--- config.mk ---
export PLATFORM = sky130hd
export DESIGN_NAME = wwd_top
export DESIGN_NICKNAME = d
export VERILOG_FILES = /design/src/wwd_pkg.sv /design/src/wwd_core_if.sv /design/src/wwd_core.sv /design/src/wwd_top.sv
export SDC_FILE = /design/constraint.sdc
export NUM_CORES = 1
export LEC_CHECK = 0
export BUFFER_PORTS_ARGS = -buffer_cell sky130_fd_sc_hd__buf_2
export CAP_MARGIN = 20
export CORE_ASPECT_RATIO = 1.2
export CORE_MARGIN = 2
export CORE_UTILIZATION = 28
export CTS_BUF_LIST = sky130_fd_sc_hd__clkbuf_8 sky130_fd_sc_hd__clkbuf_16
export CTS_CLUSTER_SIZE = 25
export DETAILED_ROUTE_END_ITERATION = 10
export HOLD_SLACK_MARGIN = 0.05
export PLACE_DENSITY_LB_ADDON = 0.08
export SYNTH_ARGS = -nofsm -noshare
export SYNTH_HDL_FRONTEND = slang
export SYNTH_SLANG_ARGS = --single-unit
--- constraint.sdc ---
create_clock -name ref_clk_i -period 7.5 [get_ports ref_clk_i]
set_input_delay 0.75 -clock ref_clk_i [delete_from_list [all_inputs] [get_ports ref_clk_i]]
set_output_delay 0.75 -clock ref_clk_i [all_outputs]
set_load 0.05 [all_outputs]
--- src/wwd_pkg.sv ---
// Constants, register map and field layout of the windowed watchdog timer.
// What this block does
// - Counter advances only on low-power oscillator ticks
// - Unserviced expiry issues a device reset
// - Postscaler selects among several time-out lengths
// - Expiry during Sleep wakes device
// - Writing enable one starts software watchdog
// - Enable zero stops only software-started watchdog
// - Enable bit reads one whenever watchdog runs
// - Postscaler shadow read-only, reloaded every reset
// - Bit one enables or disables window mode
// - Writing kick one restarts the time-out
// - Writing kick zero does nothing
// - Clear, set, invert aliases at 0x4/0x8/0xC
// - Unimplemented bits read zero, ignore writes
package wwd_pkg;

  // ------------------------------------------------------------------
  // Bus geometry and responses.
  // ------------------------------------------------------------------
  localparam int unsigned ADDR_W = 8;
  localparam logic [1:0] RESP_OKAY = 2'h0;
  localparam logic [1:0] RESP_SLVERR = 2'h2;

  // ------------------------------------------------------------------
  // Register byte offsets.
  // ------------------------------------------------------------------
  localparam logic [ADDR_W-1:0] ADDR_CTRL = 8'h00;
  localparam logic [ADDR_W-1:0] ADDR_CLR = 8'h04;
  localparam logic [ADDR_W-1:0] ADDR_SET = 8'h08;
  localparam logic [ADDR_W-1:0] ADDR_INV = 8'h0C;
  localparam logic [ADDR_W-1:0] ADDR_STATUS = 8'h10;
  localparam logic [ADDR_W-1:0] ADDR_MASK = 8'h14;

  // ------------------------------------------------------------------
  // Control register fields.
  // ------------------------------------------------------------------
  localparam int unsigned ON_BIT = 15;
  localparam int unsigned PS_LSB = 2;
  localparam int unsigned PS_W = 5;
  localparam int unsigned WIN_BIT = 1;
  localparam int unsigned KICK_BIT = 0;
  localparam logic [31:0] CTRL_WR_MASK = 32'h0000_8003;
  localparam logic [31:0] CTRL_RST = 32'h0000_0000;

  // ------------------------------------------------------------------
  // Status and mask fields.
  // ------------------------------------------------------------------
  localparam int unsigned ST_W = 3;
  localparam int unsigned ST_EXPIRE = 0;
  localparam int unsigned ST_VIOL = 1;
  localparam int unsigned ST_WAKE = 2;
  localparam logic [ST_W-1:0] MASK_RST = 3'h0;

  // ------------------------------------------------------------------
  // Timing: the window opens when a quarter of the period is left.
  // ------------------------------------------------------------------
  localparam int unsigned WIN_SHIFT = 2;
  localparam logic [31:0] CNT_ONE = 32'h0000_0001;

endpackage

--- src/wwd_core_if.sv ---
// Interface between the watchdog register front end and its counter core.
interface wwd_core_if;
  import wwd_pkg::*;
  logic run;               // Watchdog is active.
  logic kick;              // One-cycle restart request.
  logic window_en;         // Window mode is on.
  logic tick;              // Low-power oscillator tick.
  logic [PS_W-1:0] postscale; // Selected postscaler.
  logic expire;            // One-cycle period expiry pulse.
  logic violation;         // One-cycle early-kick pulse.
  modport front (output run, kick, window_en, tick, postscale, input expire, violation);
  modport core (input run, kick, window_en, tick, postscale, output expire, violation);
endinterface

--- src/wwd_core.sv ---
// Counter core of the windowed watchdog: period, expiry and window check.
module wwd_core
  import wwd_pkg::*;
(
  // Clock, reset and enable.
  input wire logic ref_clk_i,
  input wire logic rst_i,
  input wire logic ce_i,
  // Link to the register front end.
  wwd_core_if.core cif
);

  // ------------------------------------------------------------------
  // Period arithmetic.
  // ------------------------------------------------------------------
  logic [31:0] count_q;  // Oscillator ticks since the last restart.
  logic [31:0] period;   // Ticks per time-out.
  logic [31:0] lim;      // Last count value before expiry.
  logic [31:0] open_at;  // First count at which a kick is allowed.
  logic expire_q;        // Registered expiry pulse.
  logic viol_q;          // Registered violation pulse.

  assign period = CNT_ONE << cif.postscale;
  assign lim = period - CNT_ONE;
  assign open_at = period - (period >> WIN_SHIFT);
  assign cif.expire = expire_q;
  assign cif.violation = viol_q;

  // Counter advances on oscillator ticks and restarts on a kick or expiry.
  always_ff @(posedge ref_clk_i) begin
    if (rst_i) begin
      count_q <= 32'h0000_0000;
      expire_q <= 1'b0;
      viol_q <= 1'b0;
    end else if (ce_i) begin
      expire_q <= 1'b0;
      viol_q <= 1'b0;
      if (!cif.run) begin
        count_q <= 32'h0000_0000;
      end else if (cif.kick) begin
        count_q <= 32'h0000_0000;
        viol_q <= cif.window_en && (count_q < open_at);
      end else if (cif.tick) begin
        if (count_q == lim) begin
          count_q <= 32'h0000_0000;
          expire_q <= 1'b1;
        end else begin
          count_q <= count_q + CNT_ONE;
        end
      end
    end
  end
endmodule

--- src/wwd_top.sv ---
// Windowed watchdog timer top: AXI4-Lite registers, enable logic, events.
module wwd_top
  import wwd_pkg::*;
(
  // Clock, reset and enable.
  input wire logic ref_clk_i,
  input wire logic rst_i,
  input wire logic ce_i,
  // Configuration and device state.
  input wire logic cfg_enable_i,
  input wire logic [PS_W-1:0] config_postscaler_i,
  input wire logic sleep_i,
  input wire logic low_power_osc_tick_i,
  // AXI4-Lite write address channel.
  input wire logic [ADDR_W-1:0] s_axi_awaddr_i,
  input wire logic s_axi_awvalid_i,
  output logic s_axi_awready_o,
  // AXI4-Lite write data channel.
  input wire logic [31:0] s_axi_wdata_i,
  input wire logic [3:0] s_axi_wstrb_i,
  input wire logic s_axi_wvalid_i,
  output logic s_axi_wready_o,
  // AXI4-Lite write response channel.
  output logic [1:0] s_axi_bresp_o,
  output logic s_axi_bvalid_o,
  input wire logic s_axi_bready_i,
  // AXI4-Lite read address channel.
  input wire logic [ADDR_W-1:0] s_axi_araddr_i,
  input wire logic s_axi_arvalid_i,
  output logic s_axi_arready_o,
  // AXI4-Lite read data channel.
  output logic [31:0] s_axi_rdata_o,
  output logic [1:0] s_axi_rresp_o,
  output logic s_axi_rvalid_o,
  input wire logic s_axi_rready_i,
  // Device outputs.
  output logic device_reset_o,
  output logic wake_o,
  output logic irq_o
);

  // ------------------------------------------------------------------
  // Declarations.
  // ------------------------------------------------------------------
  wwd_core_if cif ();               // Link to the counter core.
  logic awready_q;                  // Write address channel ready.
  logic wready_q;                   // Write data channel ready.
  logic bvalid_q;                   // Write response pending.
  logic [1:0] bresp_q;              // Write response code.
  logic arready_q;                  // Read address channel ready.
  logic rvalid_q;                   // Read data pending.
  logic [1:0] rresp_q;              // Read response code.
  logic [31:0] rdata_q;             // Read data.
  logic rd_ctrl_q;                  // Last read targeted the control word.
  logic aw_full_q;                  // Write address captured.
  logic w_full_q;                   // Write data captured.
  logic [ADDR_W-1:0] wr_addr_q;     // Captured write address.
  logic [31:0] wr_data_q;           // Captured write data.
  logic [3:0] wr_strb_q;            // Captured byte strobes.
  logic wr_do;                      // Write is performed this cycle.
  logic wr_ctrl;                    // Write hits the control word or an alias.
  logic [31:0] bmask;               // Byte strobes widened to bits.
  logic [31:0] ctrl_cur;            // Current writable control bits.
  logic [31:0] ctrl_new;            // Control bits after this write.
  logic sw_on_q;                    // Software enable.
  logic win_q;                      // Window mode enable.
  logic kick_q;                     // Restart pulse to the core.
  logic [PS_W-1:0] shadow_q;        // Postscaler shadow.
  logic active;                     // Watchdog is running.
  logic [ST_W-1:0] status_q;        // Sticky event flags.
  logic [ST_W-1:0] mask_q;          // Interrupt mask.
  logic [ST_W-1:0] events;          // Events raised this cycle.
  logic [31:0] rd_word;             // Read data being selected.
  logic rd_hit;                     // Read address is mapped.
  logic reset_q;                    // Device reset request.
  logic wake_q;                     // Wake request.
  logic irq_q;                      // Interrupt level.

  // ------------------------------------------------------------------
  // Outputs straight from flip-flops.
  // ------------------------------------------------------------------
  assign s_axi_awready_o = awready_q;
  assign s_axi_wready_o = wready_q;
  assign s_axi_bvalid_o = bvalid_q;
  assign s_axi_bresp_o = bresp_q;
  assign s_axi_arready_o = arready_q;
  assign s_axi_rvalid_o = rvalid_q;
  assign s_axi_rresp_o = rresp_q;
  assign s_axi_rdata_o = rdata_q;
  assign device_reset_o = reset_q;
  assign wake_o = wake_q;
  assign irq_o = irq_q;

  // ------------------------------------------------------------------
  // Core link.
  // ------------------------------------------------------------------
  // The watchdog runs if configuration or software turned it on.
  assign active = cfg_enable_i | sw_on_q;
  assign cif.run = active;
  assign cif.kick = kick_q;
  assign cif.window_en = win_q;
  assign cif.tick = low_power_osc_tick_i;
  assign cif.postscale = shadow_q;

  wwd_core u_core (
    .ref_clk_i (ref_clk_i),
    .rst_i     (rst_i),
    .ce_i      (ce_i),
    .cif       (cif.core)
  );

  // ------------------------------------------------------------------
  // Write channels.
  // ------------------------------------------------------------------
  // A write is done once address and data are both held and no response waits.
  assign wr_do = aw_full_q && w_full_q && !bvalid_q;
  assign wr_ctrl = (wr_addr_q == ADDR_CTRL) || (wr_addr_q == ADDR_CLR)
                || (wr_addr_q == ADDR_SET) || (wr_addr_q == ADDR_INV);
  assign bmask = {{8{wr_strb_q[3]}}, {8{wr_strb_q[2]}}, {8{wr_strb_q[1]}}, {8{wr_strb_q[0]}}};

  // Address and data are captured independently, in either order.
  always_ff @(posedge ref_clk_i) begin
    if (rst_i) begin
      awready_q <= 1'b1;
      wready_q <= 1'b1;
      aw_full_q <= 1'b0;
      w_full_q <= 1'b0;
      bvalid_q <= 1'b0;
      bresp_q <= RESP_OKAY;
      wr_addr_q <= '0;
      wr_data_q <= 32'h0000_0000;
      wr_strb_q <= 4'h0;
    end else if (ce_i) begin
      if (s_axi_awvalid_i && awready_q) begin
        awready_q <= 1'b0;
        aw_full_q <= 1'b1;
        wr_addr_q <= s_axi_awaddr_i;
      end
      if (s_axi_wvalid_i && wready_q) begin
        wready_q <= 1'b0;
        w_full_q <= 1'b1;
        wr_data_q <= s_axi_wdata_i;
        wr_strb_q <= s_axi_wstrb_i;
      end
      if (wr_do) begin
        // Both halves held: answer and free the holding slots.
        aw_full_q <= 1'b0;
        w_full_q <= 1'b0;
        bvalid_q <= 1'b1;
        bresp_q <= (wr_ctrl || wr_addr_q == ADDR_STATUS || wr_addr_q == ADDR_MASK)
                   ? RESP_OKAY : RESP_SLVERR;
      end else if (bvalid_q && s_axi_bready_i) begin
        // Response taken: open both channels for the next write.
        bvalid_q <= 1'b0;
        awready_q <= 1'b1;
        wready_q <= 1'b1;
      end
    end
  end

  // ------------------------------------------------------------------
  // Control register.
  // ------------------------------------------------------------------
  // Work out the writable bits after a write to the word or an alias.
  always_comb begin
    ctrl_cur = CTRL_RST;
    ctrl_cur[ON_BIT] = sw_on_q;
    ctrl_cur[WIN_BIT] = win_q;
    unique case (wr_addr_q)
      ADDR_CLR: ctrl_new = ctrl_cur & ~(wr_data_q & bmask);
      ADDR_SET: ctrl_new = ctrl_cur | (wr_data_q & bmask);
      ADDR_INV: ctrl_new = ctrl_cur ^ (wr_data_q & bmask);
      default: ctrl_new = (ctrl_cur & ~bmask) | (wr_data_q & bmask);
    endcase
    // Only the enable, window and kick bits can take a write.
    ctrl_new = ctrl_new & CTRL_WR_MASK;
  end

  // Enable, window mode and kick take their new values on a control write.
  always_ff @(posedge ref_clk_i) begin
    if (rst_i) begin
      sw_on_q <= CTRL_RST[ON_BIT];
      win_q <= CTRL_RST[WIN_BIT];
      kick_q <= 1'b0;
    end else if (ce_i) begin
      kick_q <= 1'b0;
      if (wr_do && wr_ctrl) begin
        sw_on_q <= ctrl_new[ON_BIT];
        win_q <= ctrl_new[WIN_BIT];
        // A one restarts the period; a zero is simply ignored.
        kick_q <= ctrl_new[KICK_BIT] && active;
      end
    end
  end

  // The shadow is reloaded from configuration on every reset.
  always_ff @(posedge ref_clk_i) begin
    if (rst_i) begin
      shadow_q <= config_postscaler_i;
    end
  end

  // ------------------------------------------------------------------
  // Events, status, mask and interrupt.
  // ------------------------------------------------------------------
  assign events = {cif.expire && sleep_i, cif.violation, cif.expire};

  // Sticky flags; a new event beats a write-one clear in the same cycle.
  always_ff @(posedge ref_clk_i) begin
    if (rst_i) begin
      status_q <= '0;
      mask_q <= MASK_RST;
    end else if (ce_i) begin
      if (wr_do && wr_addr_q == ADDR_STATUS) begin
        status_q <= (status_q & ~(wr_data_q[ST_W-1:0] & bmask[ST_W-1:0])) | events;
      end else begin
        status_q <= status_q | events;
      end
      if (wr_do && wr_addr_q == ADDR_MASK) begin
        mask_q <= (mask_q & ~bmask[ST_W-1:0]) | (wr_data_q[ST_W-1:0] & bmask[ST_W-1:0]);
      end
    end
  end

  // Expiry wakes a sleeping device and resets a running one.
  always_ff @(posedge ref_clk_i) begin
    if (rst_i) begin
      reset_q <= 1'b0;
      wake_q <= 1'b0;
      irq_q <= 1'b0;
    end else if (ce_i) begin
      reset_q <= (cif.expire && !sleep_i) || cif.violation;
      wake_q <= cif.expire && sleep_i;
      irq_q <= |(status_q & mask_q);
    end
  end

  // ------------------------------------------------------------------
  // Read channel.
  // ------------------------------------------------------------------
  // Select the word for a read; unused bits stay zero.
  always_comb begin
    rd_word = 32'h0000_0000;
    rd_hit = 1'b1;
    unique case (s_axi_araddr_i)
      ADDR_CTRL, ADDR_CLR, ADDR_SET, ADDR_INV: begin
        rd_word[ON_BIT] = active;
        rd_word[PS_LSB +: PS_W] = shadow_q;
        rd_word[WIN_BIT] = win_q;
      end
      ADDR_STATUS: rd_word[ST_W-1:0] = status_q;
      ADDR_MASK: rd_word[ST_W-1:0] = mask_q;
      default: rd_hit = 1'b0;
    endcase
  end

  // One read at a time: answer one cycle after the address is taken.
  always_ff @(posedge ref_clk_i) begin
    if (rst_i) begin
      arready_q <= 1'b1;
      rvalid_q <= 1'b0;
      rresp_q <= RESP_OKAY;
      rdata_q <= 32'h0000_0000;
      rd_ctrl_q <= 1'b0;
    end else if (ce_i) begin
      if (s_axi_arvalid_i && arready_q) begin
        arready_q <= 1'b0;
        rvalid_q <= 1'b1;
        rdata_q <= rd_word;
        rresp_q <= rd_hit ? RESP_OKAY : RESP_SLVERR;
        rd_ctrl_q <= s_axi_araddr_i == ADDR_CTRL;
      end else if (rvalid_q && s_axi_rready_i) begin
        rvalid_q <= 1'b0;
        arready_q <= 1'b1;
      end
    end
  end
endmodule

==> metrics.md, run 1 <==
| Metric | Value |
|---|---|
| Status | finished, final reports clean |
| CP endpoint kind | register |
| Wirelength per Cell | 17.9 um |
| Via density | 5.20 |
| Yosys cell types | 70 |
| Post-DP HPWL | 18500 um |
| Synth area leader | dfxtp_1 |
| Total gr overflow | 0 |
| Syn_area_per_cell | 7.62 um^2 |
| Power per cell area | 173 mW/mm^2 |
| ANT nets after route | 0 |
| Worst hold path type | register to register |
| Die Wd | 152 um |
| Initial antenna violation count | 0 |
| TritonCTS Buffers | 9 |
| HP Start | w_full_q |
| Gr usage total | 17.2% |
| Vias in the first global route | 6874 |
| Synth top area share | 20.8% |
| CTS Buffer Depth | 2 |
| Syn Inst Count | 971 |
| Slew Limit Fails | 0 |
| Post-CTS Setup Bufs | 0 |
| Worst Path Max Fanout | 12 |
| Worst Setup SP | cif.postscale[1] |
| Pre-Repair DR Iteration Count | 5 |
| FF+latch count, synth | 82 |
| Die ar. | 0.0277 mm^2 |
| Largest net degree at the start of global routing | 66 |
| Fin. Hold Viols | 0 |
| Reg2Reg Depth | 19 |
| Synth cell count leaders | nand2_1 (131), dfxtp_1 (77), ha_1 (67) |
| MaxCap Viol Count | 0 |
| WL final | 23900 um |
| Starting DRT DRC Count | 336 |
| Clk root buf | clkbuf_16 |
| Post-CTS Hold Buffers | 0 |
| Final TNS setup | 0 ns |
| Static leakage | 3.53 nW |
| Sequential area share after synthesis | 22.9% |
| CTS Sinks | 82 |
| Worst-margin pin slew | 0.864 ns |
| Via count | 6946 |
| Most frequent cell after synthesis | nand2_1 |
| Ys flop type | dfxtp_1 |
| Die Y | 182 um |
| Non-Filler Instances | 1337 |
| PortBufs | 55 |
| Ys async rst share | 0% |
| Top-level port count | 112 |
| Final worst path period need | 6.51 ns |
| VDD IR max | 0.118 mV |
| Total Nets Final | 1133 |
| Final setup viols | 0 |
| CORE AREA | 0.0261 mm^2 |
| Req. time, crit path | 7.72 ns |
| Final clock skew | 0.00739 ns |
| Routability cong. | 0.850 |
| First-pass GRT wire length | 37900 um |
| Layout area overhead | 11.1% |
| Total power | 0.00142 W |
| Crit Path Category | register to register |
| Peak Freq | 154 MHz |
| RSZ-0062 raised after global routing | false |
| Yosys warning count | 0 |
| CTS tree | yes |
| CTS-repair resized insts | 0 |
| Crit share post-route | 86.8% |
| Antenna diode count | 0 |
| R2r endpoint | u_core.cif.violation |
| CTS clk-pin slew, worst paths | 0.06 ns |
| Total placed cells including tap cells | 1321 |
| Row count | 65 |
| Worst slew margin | 41.8% |
| Worst r2r src | cif.postscale[1] |
| Number of synthesized flops with an enable pin | 5 |
| Clock latency on the worst-skew pair | 0.35 ns |
| Hold depth | 2 |
| Starting Density | 28.3% |
| Startpoint Class | register |
| WHS Endpoint | w_full_q |
| Synth area leaders | dfxtp_1 (21%), ha_1 (11%), nand2_1 (6.6%) |
| DRC Markers | 0 |
| R2r setup slk | 0.99 ns |
| Mapped cell area | 0.00740 mm^2 |
| Arr. time, crit path | 6.73 ns |
| Layout cell share with drive strength beyond 1 | 9.78% |
| Depth of the CTS H-tree | 3 |
==> layer usage <==
layer | vias to the layer above | part of all wire (%) | global-route usage [%]
met5 | - | 0 | 0
li1 | 3523 | - | -
met2 | 127 | 49 | 30.3
met1 | 3275 | 47 | 22.5
met4 | 0 | 1.9 | 5.20
met3 | 21 | 2.8 | 1.45
==> how the worst max path moves through the flow <==
stage,end,slack (ns),cells after the start
6_report,u_core.cif.violation,0.99,19
3_5_place_dp,u_core.cif.violation,0.92,19
2_1_floorplan,u_core.cif.violation,2.29,23
4_1_cts,u_core.cif.violation,0.85,19
5_1_grt,u_core.cif.violation,0.49,19
3_3_place_gp,u_core.cif.violation,0.93,19
==> cells in the final DEF (no fill, tap or decap), types with 4 or more instances in the layout <==
master / netlist / final
nand3_1: 34 / 34
inv_1: 56 / 56
a22oi_1: 13 / 13
o41ai_1: 4 / 4
nand4b_1: 4 / 4
clkbuf_16: 0 / 10
and3_1: 10 / 10
o21a_1: 6 / 6
dfxtp_1: 77 / 77
xnor2_1: 32 / 32
ha_1: 67 / 67
or4_1: 7 / 7
a211oi_1: 12 / 12
mux2i_1: 27 / 27
or3_1: 6 / 6
nor2b_1: 8 / 7
o21ai_0: 44 / 44
a32oi_1: 4 / 4
nor4b_1: 9 / 9
o31ai_1: 6 / 6
xor2_1: 20 / 20
buf_4: 28 / 16
nand2b_1: 11 / 11
a31oi_1: 19 / 19
nand4_1: 21 / 21
nor2_1: 53 / 53
a21oi_1: 62 / 62
edfxtp_1: 5 / 5
xnor3_1: 4 / 4
a21o_1: 25 / 25
conb_1: 1 / 26
nor3_1: 25 / 25
a21boi_0: 4 / 4
o211ai_1: 4 / 4
nand2_1: 131 / 131
o21bai_1: 4 / 4
buf_2: 11 / 55
nor4_1: 12 / 12
and2_1: 8 / 8
o22ai_1: 5 / 5
==> flip-flops by register name, indices dropped and copies added, names as in the netlist, 2 cells and up, named ones only <==
| name | count |
|---|---|
| cif.postscale | 5 |
| s_axi_rdata_o | 8 |
| status_q | 3 |
| u_core.count_q | 32 |
| wr_addr_q | 8 |
| wr_data_q | 4 |
| wr_strb_q | 2 |
==> power by group <==
group          internal, W  total, W  switching, W  leakage [nW]
clock             0.000346  0.000538      0.000192         0.174
combinational     0.000161  0.000421      0.000260          2.68
sequential        0.000449  0.000463     0.0000132         0.672
==> cell families after synthesis <==
logic type / share of synthesized area (%)
AO/OA/AOI/OAI: 21.5
XOR/XNOR: 7.37
buffers and inverters: 8.96
multiplexers: 3.65
flip-flops: 22.9
other: 0.0507
adder cells (fa/ha/maj): 11.6
AND/OR/NAND/NOR: 24.0
==> through the flow <==
step                      instance area (um^2)  util, %  setup slack (ns)  hold WS (ns)
after CTS                                 8220     31.5             0.855         0.467
final                                     8220     31.5             0.988         0.461
after detailed placement                  7860     30.1             0.923         0.457
after global placement                    7860     30.1             0.930         0.449
after floorplan                           7490        -              2.29         0.435
after global routing                      8220     31.5             0.486         0.499
==> critical path: stages, from the launching register on <==
cell,delay [ns]
edfxtp_1,0.71
nor3b_1,0.66
nand2_1,0.23
fa_1,0.48
a21o_1,0.20
a221oi_1,0.45
o21ai_0,0.31
a211oi_1,0.60
o21ai_0,0.22
a2111oi_0,0.47
nor3_1,0.14
xnor2_1,0.17
ha_1,0.31
nand3_1,0.08
nor3_1,0.26
nand3_1,0.13
or3_1,0.37
a2111oi_0,0.33
buf_4,0.20
o32ai_1,0.06
==> layout make-up <==
type / count / area [um^2]
sequential: 82 / 1690
fill: 2831 / 17900
multi-input combinational: 777 / 5140
inverter: 56 / 210
tap: 335 / 419
timing repair buffer: 71 / 395
clock inverter: 6 / 111
clock buffer: 10 / 250
Power figures use the tool's default switching activity.
==> inputs of run 2 (changes only) <==
--- a/config.mk
+++ b/config.mk
@@ -9,2 +9,4 @@
 export CAP_MARGIN = 20
+export CELL_PAD_IN_SITES_DETAIL_PLACEMENT = 1
+export CELL_PAD_IN_SITES_GLOBAL_PLACEMENT = 2
 export CORE_ASPECT_RATIO = 1.2
==> constraint.sdc (replaced) <==
create_clock -name ref_clk_i -period 7.5 [get_ports ref_clk_i]
set_input_delay 0.375 -clock ref_clk_i [delete_from_list [all_inputs] [get_ports ref_clk_i]]
set_output_delay 0.375 -clock ref_clk_i [all_outputs]
set_load 0.05 [all_outputs]
==> run 2 against run 1 <==
Effect of this change:
- non-clock buffer count up 1
- hold slack worse by 0.26 ns
- clock power shrank 4.8%
- global-route usage up 1.2 points
- count of clock-buffer cells in the layout up 2
- register-to-register slack gained 0.07 ns
==> metrics.md, run 2 (synthesis results as in run 1) <==
| Metric | Value |
|---|---|
| Status | finished, final reports clean |
| Worst-margin pin slew | 0.878 ns (+0.0134 ns) |
| Worst slew margin | 40.9% (-0.90 points) |
| Reg with most FFs | u_core.count_q |
| Worst Path Max Fanout | 13 (+1) |
| Static leakage | 3.52 nW (about the same) |
| Slew Limit Fails | 0 (unchanged) |
| Final TNS setup | 0 ns (unchanged) |
| Crit share post-route | 85.8% (-0.99 points) |
| Via count | 6967 (+0.30%) |
| Starting DRT DRC Count | 268 (-20%) |
| Gr usage total | 18.4% (+1.2 points) |
| Post-CTS Hold Buffers | 0 (unchanged) |
| CTS clk-pin slew, worst paths | 0.06 ns (about the same) |
| MaxCap Viol Count | 0 (unchanged) |
| Fin. Hold Viols | 0 (unchanged) |
| Startpoint Class | register |
| Clock latency on the worst-skew pair | 0.35 ns (about the same) |
| DRC Markers | 0 (unchanged) |
| Power per cell area | 171 mW/mm^2 (-1.3%) |
| Final worst path period need | 6.44 ns (-0.0739 ns) |
| Fillers | 3212 (+13%) |
| CTS Buffer Depth | 2 (unchanged) |
| Total Nets Final | 1134 (+0.088%) |
| CORE AREA | 0.0261 mm^2 (unchanged) |
| CTS-repair resized insts | 0 (unchanged) |
| Final clock skew | 0.00663 ns (-0.000766 ns) |
| Commonest cells after routing, fill and taps aside | nand2_1 (131), dfxtp_1 (77), ha_1 (67) |
| Hold WS | 0.202 ns (-0.259 ns) |
| Crit Path Category | register to register |
| Antenna diode count | 0 (unchanged) |
| DP Area | 0.00786 mm^2 (about the same) |
| ANT nets after route | 0 (unchanged) |
| Clk root buf | clkbuf_16 |
| Req. time, crit path | 7.70 ns (-0.02 ns) |
| Via density | 5.21 (+0.23%) |
| Reg2Reg Depth | 22 (+3) |
| WL final | 25300 um (+5.7%) |
| Final setup viols | 0 (unchanged) |
| Total gr overflow | 0 (unchanged) |
| VDD IR max | 0.0976 mV (-18%) |
| Vias in the first global route | 7266 (+5.7%) |
| Arr. time, crit path | 6.64 ns (-0.09 ns) |
| Routability cong. | 0.795 (-6.5%) |
| Die ar. | 0.0277 mm^2 (unchanged) |
| First-pass GRT wire length | 40900 um (+7.9%) |
| PortBufs | 55 (unchanged) |
| CP endpoint kind | register |
| Starting Density | 28.3% (unchanged) |
| Pre-Repair DR Iteration Count | 4 (-1) |
| Fin area | 0.00820 mm^2 (-0.18%) |
| Layout cell share with drive strength beyond 1 | 9.87% (+0.090 points) |
| Initial antenna violation count | 1 (+1) |
| Die Wd | 152 um (unchanged) |
| Most common cell after layout, fill and taps aside | nand2_1 |
| Largest register FFs | 32 (unchanged) |
| Row count | 65 (unchanged) |
| Die Y | 182 um (unchanged) |
| Top-level port count | 112 (unchanged) |
| RSZ-0062 raised after global routing | false |
| TritonCTS Buffers | 9 (unchanged) |
| Hold depth | 1 (-1) |
| CTS Sinks | 82 (unchanged) |
| Post-CTS Setup Bufs | 0 (unchanged) |
| CTS tree | yes |
| Depth of the CTS H-tree | 3 (unchanged) |
| Wirelength per Cell | 18.9 um (+5.6%) |
| Worst hold path type | primary input to register |
| Post-DP HPWL | 19600 um (+6.4%) |
| Largest net degree at the start of global routing | 63 (-4.5%) |
| Peak Freq | 155 MHz (+1.1%) |
| Layout area overhead | 10.9% |
## run 2: cell count changes in the layout (fill, tap and decap cells not counted)
cell	change
buf_4	+1
bufinv_16	-1
clkinv_4	-1
clkbuf_8	+3
clkbuf_16	-1
## run 2: critical path: stages, from the launching register on
cell and delay (ns):
edfxtp_1 0.36, buf_4 0.20, nor4_1 0.46, nand2_1 0.14, inv_1 0.10, ha_1 0.16, inv_1 0.05, fa_1 0.40
a21o_1 0.21, a221oi_1 0.45, o21ai_0 0.30, a211oi_1 0.59, o21ai_0 0.24, a2111oi_0 0.48, nor3_1 0.13, xnor2_1 0.16
ha_1 0.30, nand3_1 0.08, nor3_1 0.27, nand3_1 0.15, or3_1 0.37, a2111oi_0 0.52, o32ai_1 0.16
## run 2: stage by stage
| step | setup WS, ns | power [W] | util [%] | std cells |
|---|---|---|---|---|
| after floorplan | 2.29 | 0.000800 | - | 996 |
| after global placement | 1.01 | 0.000902 | 30.1 | 1322 |
| after detailed placement | 0.920 | 0.000902 | 30.1 | 1322 |
| after CTS | 0.860 | 0.00142 | 31.4 | 1338 |
| after global routing | 0.279 | 0.00149 | 31.4 | 1338 |
| final | 1.06 | 0.00140 | 31.4 | 1338 |
## run 2: layer usage
| metal | global-route usage (%) | share of wire, % | up-vias | routed length, um |
|---|---|---|---|---|
| li1 | - | - | 3510 | - |
| met1 | 22.9 | 45 | 3362 | 11400 |
| met2 | 34.1 | 51 | 80 | 13000 |
| met3 | 1.85 | 2.3 | 15 | 569 |
| met4 | 4.41 | 1.5 | 0 | 367 |
| met5 | 0 | 0 | - | 0 |
## run 2: power breakdown
| group | total, W | leakage, nW | switching [W] | internal, W |
|---|---|---|---|---|
| clock network | 0.000512 | 0.165 | 0.000194 | 0.000319 |
| registers | 0.000460 | 0.672 | 0.0000106 | 0.000449 |
| logic | 0.000428 | 2.69 | 0.000265 | 0.000163 |
| total | 0.00140 | 3.52 | 0.000470 | 0.000931 |
## run 2: final cells by class
| cell class | instances | area [um^2] | area share (%) |
|---|---|---|---|
| Clock buffer | 12 | 267 | 3.25 |
| Clock inverter | 4 | 72.6 | 0.885 |
| Inverter | 56 | 210 | 2.56 |
| Multi-Input combinational cell | 777 | 5140 | 62.7 |
| Sequential cell | 82 | 1690 | 20.6 |
| Tap cell | 335 | 419 | 5.11 |
| Timing Repair Buffer | 72 | 403 | 4.91 |
## run 2: final timing paths
check / start / end / slack (ns)
min: config_postscaler_i[1] / cif.postscale[1] / 0.20
max reg2reg: cif.postscale[0] / u_core.cif.violation / 1.06
max: cif.postscale[0] / u_core.cif.violation / 1.06
min reg2reg: s_axi_wready_o / s_axi_wready_o / 0.47
==> inputs of run 3 (changes only) <==
- BUFFER_PORTS_ARGS: -buffer_cell sky130_fd_sc_hd__buf_2 -> default
- CORE_UTILIZATION: 28 -> 38
- DONT_BUFFER_PORTS: default -> 1
- PLACE_DENSITY_LB_ADDON: 0.08 -> 0.1
==> run 3 against run 2 <==
Effect of this change:
- total power down 6.7%
- register-to-register slack better by 0.23 ns
- sequential share of layout area increased by 1.1 points
- flip-flop and latch count unchanged
- clock power down 15%
- via count shrank 0.22%
- maximum frequency up 3.6%
- first-iteration DRC count grew 7.1%
- largest power group is now registers
==> metrics.md, run 3 (synthesis results as in run 1) <==
| Metric | Value |
|---|---|
| Status | finished, final reports clean |
| HP Start | config_postscaler_i[1] |
| DP Area | 0.00749 mm^2 (-4.8%) |
| Reg2Reg Depth | 23 (+4.5%) |
| Final worst path period need | 6.21 ns (-0.227 ns) |
| Wirelength per Cell | 19.8 um (+4.5%) |
| Net Sw Frac | 34.3% (+0.80 points) |
| Row count | 55 (-15%) |
| Post-DP HPWL | 18700 um (-5.0%) |
| Startpoint Class | register |
| Crit share post-route | 82.8% (-3.0 points) |
| Vias in the first global route | 7386 (+1.7%) |
| Slew Limit Fails | 0 (unchanged) |
| CTS Sinks | 82 (unchanged) |
| Worst Path Buf+Inv | 4 (+1) |
| Most common cell after layout, fill and taps aside | nand2_1 |
| First-pass GRT wire length | 38700 um (-5.4%) |
| Int Pwr | 0.000858 W (-7.9%) |
| Starting Density | 39.0% (+11 points) |
| Die Y | 157 um (-14%) |
| Final clock skew | 0.00846 ns (+0.00183 ns) |
| Clk root buf | clkbuf_16 |
| CTS-repair resized insts | 0 (unchanged) |
| CTS Buffer Depth | 2 (unchanged) |
| Clk pwr share | 33.2% (-3.4 points) |
| Peak Freq | 161 MHz (+3.6%) |
| Die ar. | 0.0206 mm^2 (-26%) |
| WHS Endpoint | cif.postscale[1] |
| Depth of the CTS H-tree | 3 (unchanged) |
| Req. time, crit path | 7.71 ns (about the same) |
| Crit Path Category | register to register |
| R2r setup slk | 1.29 ns (+0.23 ns) |
| GRT busiest layer | met2 |
| CP delay by family, top | compound AO/OA/AOI/OAI gates |
| Reg with most FFs | u_core.count_q |
| MaxCap Viol Count | 0 (unchanged) |
| Net Sw Power | 0.000448 W (-4.5%) |
| Hold depth | 0 (-1) |
| Antenna diode count | 0 (unchanged) |
| Grt met2 use | 44.5% (+10 points) |
| Final TNS setup | 0 ns (unchanged) |
| Worst path max stage delay | 0.66 ns (+0.07 ns) |
| Critical-path cell list | nor4_1 > nand2_1 > inv_1 > ha_1 > inv_1 > fa_1 > a21o_1 > a221oi_1 > o21ai_0 > a211oi_1 > buf_4 > o21ai_0 > a2111oi_0 > nor3_1 > xnor2_1 > ha_1 > nand3_1 > nor3_1 > nand3_1 > or3_1 > a2111oi_0 > buf_4 > o32ai_1 |
| R2r endpoint | u_core.cif.violation |
| WL final | 23800 um (-5.9%) |
| Worst r2r src | cif.postscale[3] |
| Gr usage total | 23.3% (+4.9 points) |
| Static leakage | 3.27 nW (-7.2%) |
| Fin area | 0.00778 mm^2 (-5.1%) |
| Routing usage on met3 | 2.27% (+0.42 points) |
| Total gr overflow | 0 (unchanged) |
| Worst-margin pin slew | 0.893 ns (+0.0154 ns) |
| DRC Markers | 0 (unchanged) |
| Worst slew margin | 39.9% (-1.0 points) |
| Worst hold path type | primary input to register |
| CP endpoint kind | register |
| Met1 Use GR | 27.3% (+4.4 points) |
| TritonCTS Buffers | 9 (unchanged) |
| Largest register FFs | 32 (unchanged) |
| Worst Path Max Fanout | 19 (+6) |
| ANT nets after route | 0 (unchanged) |
| Routability cong. | 0.912 (+15%) |
| Die Wd | 131 um (-14%) |
| Layout cell share with drive strength beyond 1 | 4.54% (-5.3 points) |
| Clock latency on the worst-skew pair | 0.34 ns (about the same) |
| Largest net degree at the start of global routing | 69 (+9.5%) |
| VDD IR max | 0.102 mV (+4.3%) |
| Part of the power in registers | 36.1% (+3.2 points) |
| Total Nets Final | 1079 (-4.9%) |
| Comb power frac | 30.7% (about the same) |
| Initial antenna violation count | 0 (-1) |
| Final setup viols | 0 (unchanged) |
| Via count | 6952 (-0.22%) |
| CORE AREA | 0.0190 mm^2 (-27%) |
| Post-CTS Hold Buffers | 0 (unchanged) |
| Starting DRT DRC Count | 287 (+7.1%) |
| PortBufs | 0 (-100%) |
| CTS tree | yes |
| CTS clk-pin slew, worst paths | 0.06 ns (about the same) |
| Post-CTS Setup Bufs | 0 (unchanged) |
| RSZ-0062 raised after global routing | false |
| Commonest cells after routing, fill and taps aside | nand2_1 (131), dfxtp_1 (77), ha_1 (67) |
| Layout area overhead | 5.17% |
| Power per cell area | 168 mW/mm^2 (-1.7%) |
| Via density | 5.77 (+11%) |
| Slowest CP cell | edfxtp_1 |
| Pre-Repair DR Iteration Count | 4 (unchanged) |
| Top-level port count | 112 (unchanged) |
| Arr. time, crit path | 6.42 ns (-0.22 ns) |
| Fin. Hold Viols | 0 (unchanged) |
run 3: power groups by stage:
stage	registers (W)	logic (W)	clock network (W)
floorplan	0.000474	0.000326	0
global placement	0.000481	0.000386	0
detailed placement	0.000481	0.000401	0
CTS	0.000471	0.000404	0.000444
global route	0.000473	0.000447	0.000461
finish	0.000471	0.000401	0.000434
run 3: how the worst max path moves through the flow:
stage	from	to	slack (ns)	depth (start not counted)
floorplan	cif.postscale[2]	u_core.cif.violation	2.29	23
global placement	cif.postscale[3]	u_core.cif.violation	1.40	23
detailed placement	cif.postscale[3]	u_core.cif.violation	1.34	23
CTS	cif.postscale[3]	u_core.cif.violation	1.29	23
global route	cif.postscale[3]	u_core.cif.violation	0.85	23
finish	cif.postscale[3]	u_core.cif.violation	1.29	23
run 3: stage by stage:
stage | power, W | worst slack, ns | instances | util (%) | hold WS, ns
finish | 0.00131 | 1.29 | 1204 | 41.0 | 0.133
global route | 0.00138 | 0.852 | 1204 | 41.0 | 0.116
CTS | 0.00132 | 1.29 | 1204 | 41.0 | 0.101
detailed placement | 0.000882 | 1.34 | 1188 | 39.4 | 0.454
global placement | 0.000867 | 1.40 | 1188 | 39.4 | 0.446
floorplan | 0.000800 | 2.29 | 996 | - | 0.435
run 3: area by class of cell:
class	instances	area (um^2)
clock buffers	12	267
clock inverters	4	25.0
fillers	2407	11200
inverters	56	210
multi-input cells	777	5140
flip-flops and latches	82	1690
well taps	256	320
repair buffers	17	128
run 3: layer usage:
layer	wire length, um	vias up
met5	0	-
met4	616	0
met3	669	34
met1	10100	3402
li1	-	3399
met2	12400	117
